`src/lcrqs_pkg.sv`:
```
// package of constants and types for the lc rotation quadrature sampler
package lcrqs_pkg;

  // ----------------------------------------------------------------------
  // register map (byte addresses)
  // ----------------------------------------------------------------------
  localparam logic [7:0]  ADDR_CTRL       = 8'h00;
  localparam logic [7:0]  ADDR_STATUS     = 8'h04;
  localparam logic [7:0]  ADDR_MASK       = 8'h08;
  localparam logic [7:0]  ADDR_REF_LOW    = 8'h0C;
  localparam logic [7:0]  ADDR_REF_HIGH   = 8'h10;
  localparam logic [7:0]  ADDR_POSITION   = 8'h14;
  localparam logic [7:0]  ADDR_ERRCNT     = 8'h18;
  localparam logic [7:0]  ADDR_SCAN_DIV   = 8'h1C;

  // ----------------------------------------------------------------------
  // field positions and reset values
  // ----------------------------------------------------------------------
  localparam int          CTRL_RUN_BIT    = 0;
  localparam int          CTRL_RECAL_BIT  = 1;
  localparam int          ST_MOTION_BIT   = 0;
  localparam int          ST_SCAN_END_BIT = 1;
  localparam int          ST_ERROR_BIT    = 2;
  localparam int          LEVEL_W         = 12;
  localparam logic [11:0] REF_LOW_RST     = 12'h700;
  localparam logic [11:0] REF_HIGH_RST    = 12'h900;
  localparam logic [2:0]  MASK_RST        = 3'h0;

  // ----------------------------------------------------------------------
  // timing: 500 Hz scan trigger at a 250 MHz clock
  // ----------------------------------------------------------------------
  localparam int          CLK_HZ          = 250_000_000;
  localparam int          SCAN_RATE_HZ    = 500;
  localparam logic [31:0] SCAN_DIV_RST    = 32'(CLK_HZ / SCAN_RATE_HZ);

  typedef enum logic [1:0] {
    LCRQS_IDLE,
    LCRQS_CH0,
    LCRQS_CH1,
    LCRQS_DONE
  } lcrqs_scan_t;

endpackage

```
`src/lcrqs_chan_if.sv`:
```
// interface between the sampler core and the hysteresis channel slice
`timescale 1ns/100ps
interface lcrqs_chan_if;
  logic [11:0] level;
  logic [11:0] ref_low;
  logic [11:0] ref_high;
  logic        sample;
  logic        bit_out;
  modport core  (output level, output ref_low, output ref_high,
                 output sample, input bit_out);
  modport slice (input level, input ref_low, input ref_high,
                 input sample, output bit_out);
endinterface

```
`src/lcrqs_hyst.sv`:
```
// per-channel hysteresis comparator with switched reference
`timescale 1ns/100ps
module lcrqs_hyst (
  input  wire logic        i_clk,
  input  wire logic        i_rst,
  lcrqs_chan_if.slice      ch
);

  logic out_bit;
  logic next_out;
  logic below_low;
  logic above_high;

  assign below_low  = ch.level < ch.ref_low;
  assign above_high = ch.level > ch.ref_high;
  // high uses lower reference, low uses upper reference
  assign next_out   = out_bit ? !below_low : above_high;
  assign ch.bit_out = out_bit;

  always_ff @(posedge i_clk) begin
    if (i_rst) begin
      out_bit <= 1'b1;
    end else if (ch.sample) begin
      out_bit <= next_out;
    end
  end

endmodule

```
`src/lcrqs_top.sv`:
```
// lc rotation quadrature sampler: scan timing, quadrature decode, ahb regs
`timescale 1ns/100ps
module lcrqs_top (
  input  wire logic        i_clk,
  input  wire logic        i_rst,
  input  wire logic [11:0] i_level,
  input  wire logic        i_level_valid,
  output logic             o_excite,
  output logic             o_sel_ch1,
  output logic [1:0]       o_state,
  output logic             o_irq,
  input  wire logic        i_hsel,
  input  wire logic [31:0] i_haddr,
  input  wire logic [1:0]  i_htrans,
  input  wire logic        i_hwrite,
  input  wire logic [2:0]  i_hsize,
  input  wire logic [31:0] i_hwdata,
  input  wire logic        i_hready,
  output logic [31:0]      o_hrdata,
  output logic             o_hreadyout,
  output logic             o_hresp
);

  // ----------------------------------------------------------------------
  // registers
  // ----------------------------------------------------------------------
  logic        run_en;
  logic        recal_mode;
  logic [2:0]  status;
  logic [2:0]  mask;
  logic [11:0] ref_low;
  logic [11:0] ref_high;
  logic [15:0] position;
  logic [15:0] err_cnt;
  logic [31:0] scan_div;

  // ----------------------------------------------------------------------
  // ahb-lite slave, zero wait states
  // ----------------------------------------------------------------------
  logic        wr_pend;
  logic [7:0]  wr_addr;
  logic        addr_take;
  logic [31:0] rd_mux;

  assign addr_take   = i_hsel && i_hready && i_htrans[1];
  assign o_hreadyout = 1'b1;
  assign o_hresp     = 1'b0;

  always_ff @(posedge i_clk) begin
    if (i_rst) begin
      wr_pend <= 1'b0;
      wr_addr <= 8'h00;
    end else begin
      wr_pend <= addr_take && i_hwrite;
      wr_addr <= i_haddr[7:0];
    end
  end

  assign rd_mux =
    (i_haddr[7:0] == lcrqs_pkg::ADDR_CTRL)     ? {30'h0, recal_mode, run_en} :
    (i_haddr[7:0] == lcrqs_pkg::ADDR_STATUS)   ? {29'h0, status} :
    (i_haddr[7:0] == lcrqs_pkg::ADDR_MASK)     ? {29'h0, mask} :
    (i_haddr[7:0] == lcrqs_pkg::ADDR_REF_LOW)  ? {20'h0, ref_low} :
    (i_haddr[7:0] == lcrqs_pkg::ADDR_REF_HIGH) ? {20'h0, ref_high} :
    (i_haddr[7:0] == lcrqs_pkg::ADDR_POSITION) ? {14'h0, o_state, position} :
    (i_haddr[7:0] == lcrqs_pkg::ADDR_ERRCNT)   ? {16'h0, err_cnt} :
    (i_haddr[7:0] == lcrqs_pkg::ADDR_SCAN_DIV) ? scan_div : 32'h0;

  always_ff @(posedge i_clk) begin
    if (i_rst) begin
      o_hrdata <= 32'h0;
    end else if (addr_take && !i_hwrite) begin
      o_hrdata <= rd_mux;
    end
  end

  logic wr_ctrl;
  logic wr_status;
  logic wr_mask;
  logic wr_rlo;
  logic wr_rhi;
  logic wr_div;
  assign wr_ctrl   = wr_pend && (wr_addr == lcrqs_pkg::ADDR_CTRL);
  assign wr_status = wr_pend && (wr_addr == lcrqs_pkg::ADDR_STATUS);
  assign wr_mask   = wr_pend && (wr_addr == lcrqs_pkg::ADDR_MASK);
  assign wr_rlo    = wr_pend && (wr_addr == lcrqs_pkg::ADDR_REF_LOW);
  assign wr_rhi    = wr_pend && (wr_addr == lcrqs_pkg::ADDR_REF_HIGH);
  assign wr_div    = wr_pend && (wr_addr == lcrqs_pkg::ADDR_SCAN_DIV);

  always_ff @(posedge i_clk) begin
    if (i_rst) begin
      run_en     <= 1'b0;
      recal_mode <= 1'b0;
      mask       <= lcrqs_pkg::MASK_RST;
      ref_low    <= lcrqs_pkg::REF_LOW_RST;
      ref_high   <= lcrqs_pkg::REF_HIGH_RST;
      scan_div   <= lcrqs_pkg::SCAN_DIV_RST;
    end else begin
      if (wr_ctrl) begin
        run_en     <= i_hwdata[lcrqs_pkg::CTRL_RUN_BIT];
        recal_mode <= i_hwdata[lcrqs_pkg::CTRL_RECAL_BIT];
      end
      if (wr_mask) mask <= i_hwdata[2:0];
      if (wr_rlo) ref_low <= i_hwdata[11:0];
      if (wr_rhi) ref_high <= i_hwdata[11:0];
      if (wr_div) scan_div <= i_hwdata;
    end
  end

  // ----------------------------------------------------------------------
  // scan sequencer: one trigger per period, channels one after another
  // ----------------------------------------------------------------------
  lcrqs_pkg::lcrqs_scan_t scan_st;
  logic [31:0] tick_cnt;
  logic        tick;
  logic        scan_end;

  assign tick     = run_en && (tick_cnt >= scan_div - 32'h1);
  assign scan_end = (scan_st == lcrqs_pkg::LCRQS_DONE);

  always_ff @(posedge i_clk) begin
    if (i_rst || !run_en || tick) begin
      tick_cnt <= 32'h0;
    end else begin
      tick_cnt <= tick_cnt + 32'h1;
    end
  end

  always_ff @(posedge i_clk) begin
    if (i_rst) begin
      scan_st <= lcrqs_pkg::LCRQS_IDLE;
    end else begin
      case (scan_st)
        lcrqs_pkg::LCRQS_IDLE: if (tick) scan_st <= lcrqs_pkg::LCRQS_CH0;
        lcrqs_pkg::LCRQS_CH0:
          if (i_level_valid) scan_st <= lcrqs_pkg::LCRQS_CH1;
        lcrqs_pkg::LCRQS_CH1:
          if (i_level_valid) scan_st <= lcrqs_pkg::LCRQS_DONE;
        lcrqs_pkg::LCRQS_DONE: scan_st <= lcrqs_pkg::LCRQS_IDLE;
        default: scan_st <= lcrqs_pkg::LCRQS_IDLE;
      endcase
    end
  end

  assign o_excite  = (scan_st == lcrqs_pkg::LCRQS_CH0) ||
                     (scan_st == lcrqs_pkg::LCRQS_CH1);
  assign o_sel_ch1 = (scan_st == lcrqs_pkg::LCRQS_CH1);

  // ----------------------------------------------------------------------
  // channel slices
  // ----------------------------------------------------------------------
  logic [1:0] chan_bit;
  genvar gi;
  generate
    for (gi = 0; gi < 2; gi++) begin : g_ch
      lcrqs_chan_if cif ();
      assign cif.level    = i_level;
      assign cif.ref_low  = ref_low;
      assign cif.ref_high = ref_high;
      assign cif.sample   = i_level_valid && (gi == 0 ?
                            scan_st == lcrqs_pkg::LCRQS_CH0 :
                            scan_st == lcrqs_pkg::LCRQS_CH1);
      assign chan_bit[gi] = cif.bit_out;
      lcrqs_hyst u_hyst (
        .i_clk (i_clk),
        .i_rst (i_rst),
        .ch    (cif.slice)
      );
    end
  endgenerate

  // ----------------------------------------------------------------------
  // quadrature decode at scan end
  // ----------------------------------------------------------------------
  logic [1:0] prev_state;
  logic       step_fwd;
  logic       step_back;
  logic       step_bad;

  // forward order 11 -> 01 -> 00 -> 10 -> 11
  function automatic logic [1:0] lcrqs_succ(input logic [1:0] s);
    case (s)
      2'h3:    lcrqs_succ = 2'h1;
      2'h1:    lcrqs_succ = 2'h0;
      2'h0:    lcrqs_succ = 2'h2;
      default: lcrqs_succ = 2'h3;
    endcase
  endfunction

  assign step_fwd  = scan_end && (chan_bit == lcrqs_succ(prev_state));
  assign step_back = scan_end && (prev_state == lcrqs_succ(chan_bit));
  assign step_bad  = scan_end && (chan_bit == ~prev_state);
  assign o_state   = prev_state;

  always_ff @(posedge i_clk) begin
    if (i_rst) begin
      prev_state <= 2'h3;
      position   <= 16'h0;
      err_cnt    <= 16'h0;
    end else if (scan_end) begin
      prev_state <= chan_bit;
      if (step_fwd) position <= position + 16'h1;
      else if (step_back) position <= position - 16'h1;
      if (step_bad) err_cnt <= err_cnt + 16'h1;
    end
  end

  // ----------------------------------------------------------------------
  // sticky status, write one to clear, set wins; masked irq
  // ----------------------------------------------------------------------
  logic [2:0] ev;
  logic [2:0] clr;
  assign ev[lcrqs_pkg::ST_MOTION_BIT]   = step_fwd || step_back;
  assign ev[lcrqs_pkg::ST_SCAN_END_BIT] = scan_end;
  assign ev[lcrqs_pkg::ST_ERROR_BIT]    = step_bad;
  assign clr = wr_status ? i_hwdata[2:0] : 3'h0;

  always_ff @(posedge i_clk) begin
    if (i_rst) begin
      status <= 3'h0;
    end else begin
      status <= ev | (status & ~clr);
    end
  end

  // run mode: motion only; recal mode: scan end only
  logic [2:0] wake_sel;
  assign wake_sel = recal_mode ? 3'h2 : 3'h1;
  assign o_irq    = |(status & mask & wake_sel);

endmodule

```
`config.mk`:
```
export PLATFORM = sky130hd
export DESIGN_NAME = lcrqs_top
export DESIGN_NICKNAME = d
export VERILOG_FILES = /design/src/lcrqs_pkg.sv /design/src/lcrqs_chan_if.sv /design/src/lcrqs_hyst.sv /design/src/lcrqs_top.sv
export SDC_FILE = /design/constraint.sdc
export NUM_CORES = 1
export LEC_CHECK = 0
export BUFFER_PORTS_ARGS = -buffer_cell sky130_fd_sc_hd__buf_4
export CORE_MARGIN = 5
export CORE_UTILIZATION = 52
export CTS_CLUSTER_DIAMETER = 100
export DETAILED_ROUTE_END_ITERATION = 10
export PLACE_DENSITY = 0.73
export SYNTH_ARGS = -nofsm -noshare
export SYNTH_HDL_FRONTEND = slang
export SYNTH_SLANG_ARGS = --single-unit
export TNS_END_PERCENT = 100
```
`constraint.sdc`:
```
create_clock -name i_clk -period 12.8 [get_ports i_clk]
set_input_delay 3.2 -clock i_clk [delete_from_list [all_inputs] [get_ports i_clk]]
set_output_delay 3.2 -clock i_clk [all_outputs]
set_load 0.01 [all_outputs]
```
Word-level counts from Yosys, hierarchy flattened
Cells that the tools add are included.
{ "word_totals": {"out_inout_bits": 39, "in_bits": 87, "reg_bits": 175, "word_cells": 109} }
{ "classes": {"reduce_logical": 33, "mux": 20, "bitwise_logic": 6, "eq_ne": 25, "n_addsub": 5, "magnitude_cmp": 3} }
{ "ops": {"columns": ["cell", "count"], "rows": [
  ["two-way mux 32 bit", 8],
  ["== test 8 x 5 -> 1 bit, second input constant", 6],
  ["adder 16 x 1 -> 16 bit, second input constant", 2],
  ["adder 32 x 1 -> 32 bit, second input constant", 1],
  ["== test 8 x 4 -> 1 bit, second input constant", 4],
  [">= comparator 32 bit", 1],
  ["two-way mux 16 bit", 2],
  ["subtractor 32 x 1 -> 32 bit, second input constant", 1],
  ["== test 8 x 3 -> 1 bit, second input constant", 2],
  ["logical AND 1 bit", 16],
  ["logical NOT 8 bit", 2],
  ["subtractor 16 x 1 -> 16 bit, second input constant", 1],
  ["greater-than comparator 12 bit", 1],
  ["< comparator 12 bit", 1],
  ["one-hot mux 2 bit (3 select lines)", 2],
  ["== test 2 bit, second input constant", 4],
  ["two-way mux 2 bit", 4],
  ["one-hot mux 2 bit (4 select lines)", 1],
  ["bitwise AND 3 bit", 2],
  ["== test 2 x 1 -> 1 bit, second input constant", 3],
  ["== test 2 bit", 3],
  ["logical NOT 2 bit", 3],
  ["inequality test 2 bit, second input constant", 3],
  ["logical OR 1 bit", 4],
  ["11 further kinds", 15]
]} }

Longest topological paths before layout
{ "depth": {"ltp_word": 9, "ltp_mapped": 17, "mapped_depth_nobuf": 15} }

Modules after synthesis
A second synthesis with hierarchy kept.
{ "hier_totals": {"cells_unflattened": 1263, "hier_area_um2": 10440.0} }
{ "by_module_without_submodules": {"columns": ["module", "cells_each", "instances", "area_each_um2", "seq_area_each_um2"], "rows": [
  ["lcrqs_top", 1097, 1, 9213.8, 3463.3],
  ["lcrqs_hyst", 83, 2, 613.1, 20.0]
]} }

Worst setup path before layout
OpenSTA, ideal clock, no wires.
{ "synth_path": {"path_kind": "input port to flip-flop", "startpoint": "input i_haddr[4]", "endpoint": "register o_hrdata[22]", "slack_ns": 7.869, "setup_ns": 0.065, "path_stages": 6, "t_required_ns": 12.735, "arrival_time_ns": 4.866, "path_buffers": 2, "path_cell_list": "clkbuf_1 > clkinv_1 > nor4_1 > clkbuf_1 > a22oi_1 > nor2_1"} }
{ "synth_via": {"elab_chain_cells": 9, "word_cells_on_any_way": 16, "cone_classes": "7 x eq/ne; 8 x mux; 1 x reduce/logical"} }
{ "synth_rtl": {"columns": ["item", "line", "text"], "rows": [
  ["start, declared", "lcrqs_top.sv:13", "input wire logic [31:0] i_haddr,"],
  ["== test 8 x 5 -> 1 bit", "lcrqs_top.sv:67", "(i_haddr[7:0] == lcrqs_pkg::ADDR_SCAN_DIV) ? scan_div : 32'h0;"],
  ["two-way mux 32 bit", "lcrqs_top.sv:67", null],
  ["two-way mux 32 bit", "lcrqs_top.sv:66", "(i_haddr[7:0] == lcrqs_pkg::ADDR_ERRCNT) ? {16'h0, err_cnt} :"],
  ["two-way mux 32 bit", "lcrqs_top.sv:65", "(i_haddr[7:0] == lcrqs_pkg::ADDR_POSITION) ? {14'h0, o_state, position} :"],
  ["two-way mux 32 bit", "lcrqs_top.sv:64", "(i_haddr[7:0] == lcrqs_pkg::ADDR_REF_HIGH) ? {20'h0, ref_high} :"],
  ["two-way mux 32 bit", "lcrqs_top.sv:63", "(i_haddr[7:0] == lcrqs_pkg::ADDR_REF_LOW) ? {20'h0, ref_low} :"],
  ["two-way mux 32 bit", "lcrqs_top.sv:62", "(i_haddr[7:0] == lcrqs_pkg::ADDR_MASK) ? {29'h0, mask} :"],
  ["two-way mux 32 bit", "lcrqs_top.sv:61", "(i_haddr[7:0] == lcrqs_pkg::ADDR_STATUS) ? {29'h0, status} :"],
  ["two-way mux 32 bit *", "lcrqs_top.sv:60", "(i_haddr[7:0] == lcrqs_pkg::ADDR_CTRL) ? {30'h0, recal_mode, run_en} :"],
  ["end signal, assigned", "lcrqs_top.sv:73", "o_hrdata <= rd_mux;"],
  ["end, declared", "lcrqs_top.sv:19", "output logic [31:0] o_hrdata,"]
]} }
Every way passes the cells marked *; elsewhere a longest branch is shown, timed or not.
A chain may end at the register's enable or synchronous reset.

Worst setup path in the final report
{ "layout_path": {"startpoint": "input i_haddr[5]", "endpoint": "register o_hrdata[4]"} }
The elaborated chain is that of the path after synthesis.

==> flow_metrics.env <==
export IMPL_synth_compound_area_frac=0.140
export IMPL_cts_root_buf="clkbuf_16"
export IMPL_fin_nets=1408
export IMPL_yosys_area_share_simple=0.232
export IMPL_ys_ff_latch=175
export IMPL_grt_antenna_before_repair=0
export IMPL_drt_initial_drc_count=615
export IMPL_power_leakage_nw=4.37
export IMPL_synthXorXnorAreaFrac=0.0793
export IMPL_wl_per_cell_um=16.8
export IMPL_ir_worst_vdd_mv=0.0810
export IMPL_synth_nets=1340
export IMPL_post_cts_buffers=0
export IMPL_synth_avg_cell_area_um2=8.27
export IMPL_first_pass_iters=7
export IMPL_whs_ns=0.464
export IMPL_p_total_mw=1.13
export IMPL_gr_total_overflow=0
export IMPL_timing_rr_start="scan_div[6]"
export IMPL_cp_cell_sequence="buf_4 > nor3_1 > nand2_1 > nor2_1 > nand2_1 > o21ai_0 > a2bb2oi_1 > nor2_1"
export IMPL_outcome="finished, final reports clean"
export IMPL_cp_num_buf_inv=1
export IMPL_synthAdderAreaFrac=0.101
export IMPL_worstPathArrival_ns=5.35
export IMPL_hold_depth=2
export IMPL_grt_max_degree=88
export IMPL_critPathLaunch="i_haddr[5]"
export IMPL_routed_via_density=5.65
export IMPL_clock_skew_ns=0.0120
export IMPL_slew_violations=0
export IMPL_fin_tns_setup_ns=0
export IMPL_cap_violations=0
export IMPL_crit_family="simple AND/OR/NAND/NOR gates"
export IMPL_powerDensity_nw_per_um2=101
export IMPL_diodes=0
export IMPL_core_area_um2=18600
export IMPL_start_kind="input port"
export IMPL_grt_pass1_vias=8006
export IMPL_synth_area_mux_share=0.0484
export IMPL_ios=126
export IMPL_fp_row_count=50
export IMPL_yosys_area_top_type="dfxtp_1"
export IMPL_grt_pass1_wl_mm=40.4
export IMPL_path_class="in2reg"
export IMPL_yosysUniqueCellTypes=64
export IMPL_worst_slew_pin_slew_ns=0.945
export IMPL_hpwl_mm=18.5
export IMPL_ant_nets=0
export IMPL_syn_inst=1175
export IMPL_async_reset_ff_frac=0
export IMPL_clkLatencyLatePin_ns=0.43
export IMPL_synth_most_common_cell="dfxtp_1"
export IMPL_fp_dieH_um=147
export IMPL_reg2reg_depth=15
export IMPL_cts_resized=0
export IMPL_cts_sinks=175
export IMPL_worstPathMaxFanout=13
export IMPL_grtUsageTotal=0.230
export IMPL_hold_class="reg2reg"
export IMPL_worst_slack_ns=7.74
export IMPL_synth_top_cells_by_area="dfxtp_1, ha_1, nor2_1"
export IMPL_yosys_warnings=0
export IMPL_cp_slowest_stage_delay_ns=0.72
export IMPL_clock_tree_buffer_depth=2
export IMPL_numCtsBuffers=17
export IMPL_synth_top_family_by_area="simple AND/OR/NAND/NOR gates"
export IMPL_rsz0062_at_grt="false"
export IMPL_relSlewSlack=0.370
export IMPL_finalHoldViolCount=0
export IMPL_cp_required_ns=13.09
export IMPL_gp_congestion=0.875
export IMPL_drc_errors=0
export IMPL_layout_cells_non_filler=1490
export IMPL_fp_dieW_um=147
export IMPL_drive_above_1_share=0.123
export IMPL_synthToLayoutAreaGrowth_pct=15.2
export IMPL_setup_worst_path_end_class="flip-flop"
export IMPL_synth_area_um2=9720
export IMPL_synth_commonest_cells="dfxtp_1, nor2_1, nand2_1"
export IMPL_cp_depth=8
export IMPL_min_period_ns=5.06
export IMPL_ys_flop_type="dfxtp_1"
export IMPL_fin_crit_sh=0.395
export IMPL_cts_htree_levels=4
export IMPL_clkTransAtPathRegs_ns=0.08
export IMPL_max_freq_mhz=198
export IMPL_vias=8421
export IMPL_dp_cells=1458
export IMPL_hold_buffers=0
export IMPL_setup_viol=0
export IMPL_dieArea_um2=21500
export IMPL_start_util=0.523
export IMPL_synth_edf_count=0
export IMPL_place_ws_ns=7.27
export IMPL_synth_top_area_share=0.360
export IMPL_min_from="o_hrdata[0]"
export IMPL_slowest_stage="nor2_1"
export IMPL_drt_total_wl_mm=25.1
export IMPL_port_buffers=95
export IMPL_yosysSeqAreaShare=0.360
export IMPL_cts_tree="done"
==> registers in the layout, indices dropped and copies added (netlist names) <==
register	count
scan_div	32
wr_pend	1
err_cnt	16
g_ch.u_hyst.ch.bit_out	2
status	3
g_ch.cif.ref_low	12
tick_cnt	32
wr_addr	8
o_hrdata	32
o_state	2
scan_st	2
run_en	1
g_ch.cif.ref_high	12
mask	3
position	16
recal_mode	1
==> metal layers <==
metal / part of all wire / wire length (µm) / GRT usage
met3: 0.055 / 1380 / 0.0463
met1: 0.43 / 10900 / 0.296
met2: 0.49 / 12200 / 0.389
met4: 0.026 / 651 / 0.0748
met5: 0 / 0 / 0
==> metrics by stage <==
| stage | utilization | instance area [µm²] |
|---|---|---|
| 4_1_cts | 0.602 | 11200 |
| 3_3_place_gp | 0.569 | 10600 |
| 6_report | 0.602 | 11200 |
| 3_5_place_dp | 0.569 | 10600 |
| 5_1_grt | 0.602 | 11200 |
| 2_1_floorplan | - | 9720 |
==> cells in the final DEF (no fill, tap or decap), drive strengths merged, types with 16 or more instances in the layout <==
cell type	n
nand3	31
xnor2	44
buf	103
a22oi	21
o21ai	37
inv	47
nor2b	18
and3	16
xor2	44
ha	77
nand4	16
a21oi	88
nand2	154
dfxtp	175
mux2i	38
nor3	20
nor4	16
nor2	165
clkbuf	17
==> worst min-delay path, delay by kind of cell, from the launching register on <==
family / cells / cell delay, ns
compound gates: 1 / 0.05
flops: 1 / 0.32
simple gates: 1 / 0.05
==> final cells by class <==
| class | instances | area, µm² |
|---|---|---|
| Fill cell | 1624 | 7390 |
| Multi-Input combinational cell | 907 | 5860 |
| Sequential cell | 175 | 3500 |
| Timing Repair Buffer | 103 | 773 |
| Clock buffer | 17 | 425 |
| Tap cell | 234 | 293 |
| Clock inverter | 15 | 190 |
| Inverter | 39 | 146 |
==> worst paths after layout <==
path            endpoint  slack (ns)
min reg2reg  o_hrdata[0]        0.46
max          o_hrdata[4]        7.74
max reg2reg   scan_st[0]        8.03
min          o_hrdata[0]        0.46
==> cell families (layout without fill, tap and decap cells) <==
family / count (synthesis) / count (layout)
fa+ha+maj: 78 / 78
simple gates: 478 / 478
buf+inv: 93 / 174
xor+xnor: 88 / 88
mux: 43 / 43
compound gates: 218 / 218
flops: 175 / 175
other cells: 2 / 2
==> power by group <==
group	switching (mW)	internal [mW]	leakage, nW
combinational	0.0270	0.0200	2.67
sequential	0.000746	0.545	1.41
clock	0.242	0.298	0.293
Power figures use the tool's default switching activity.
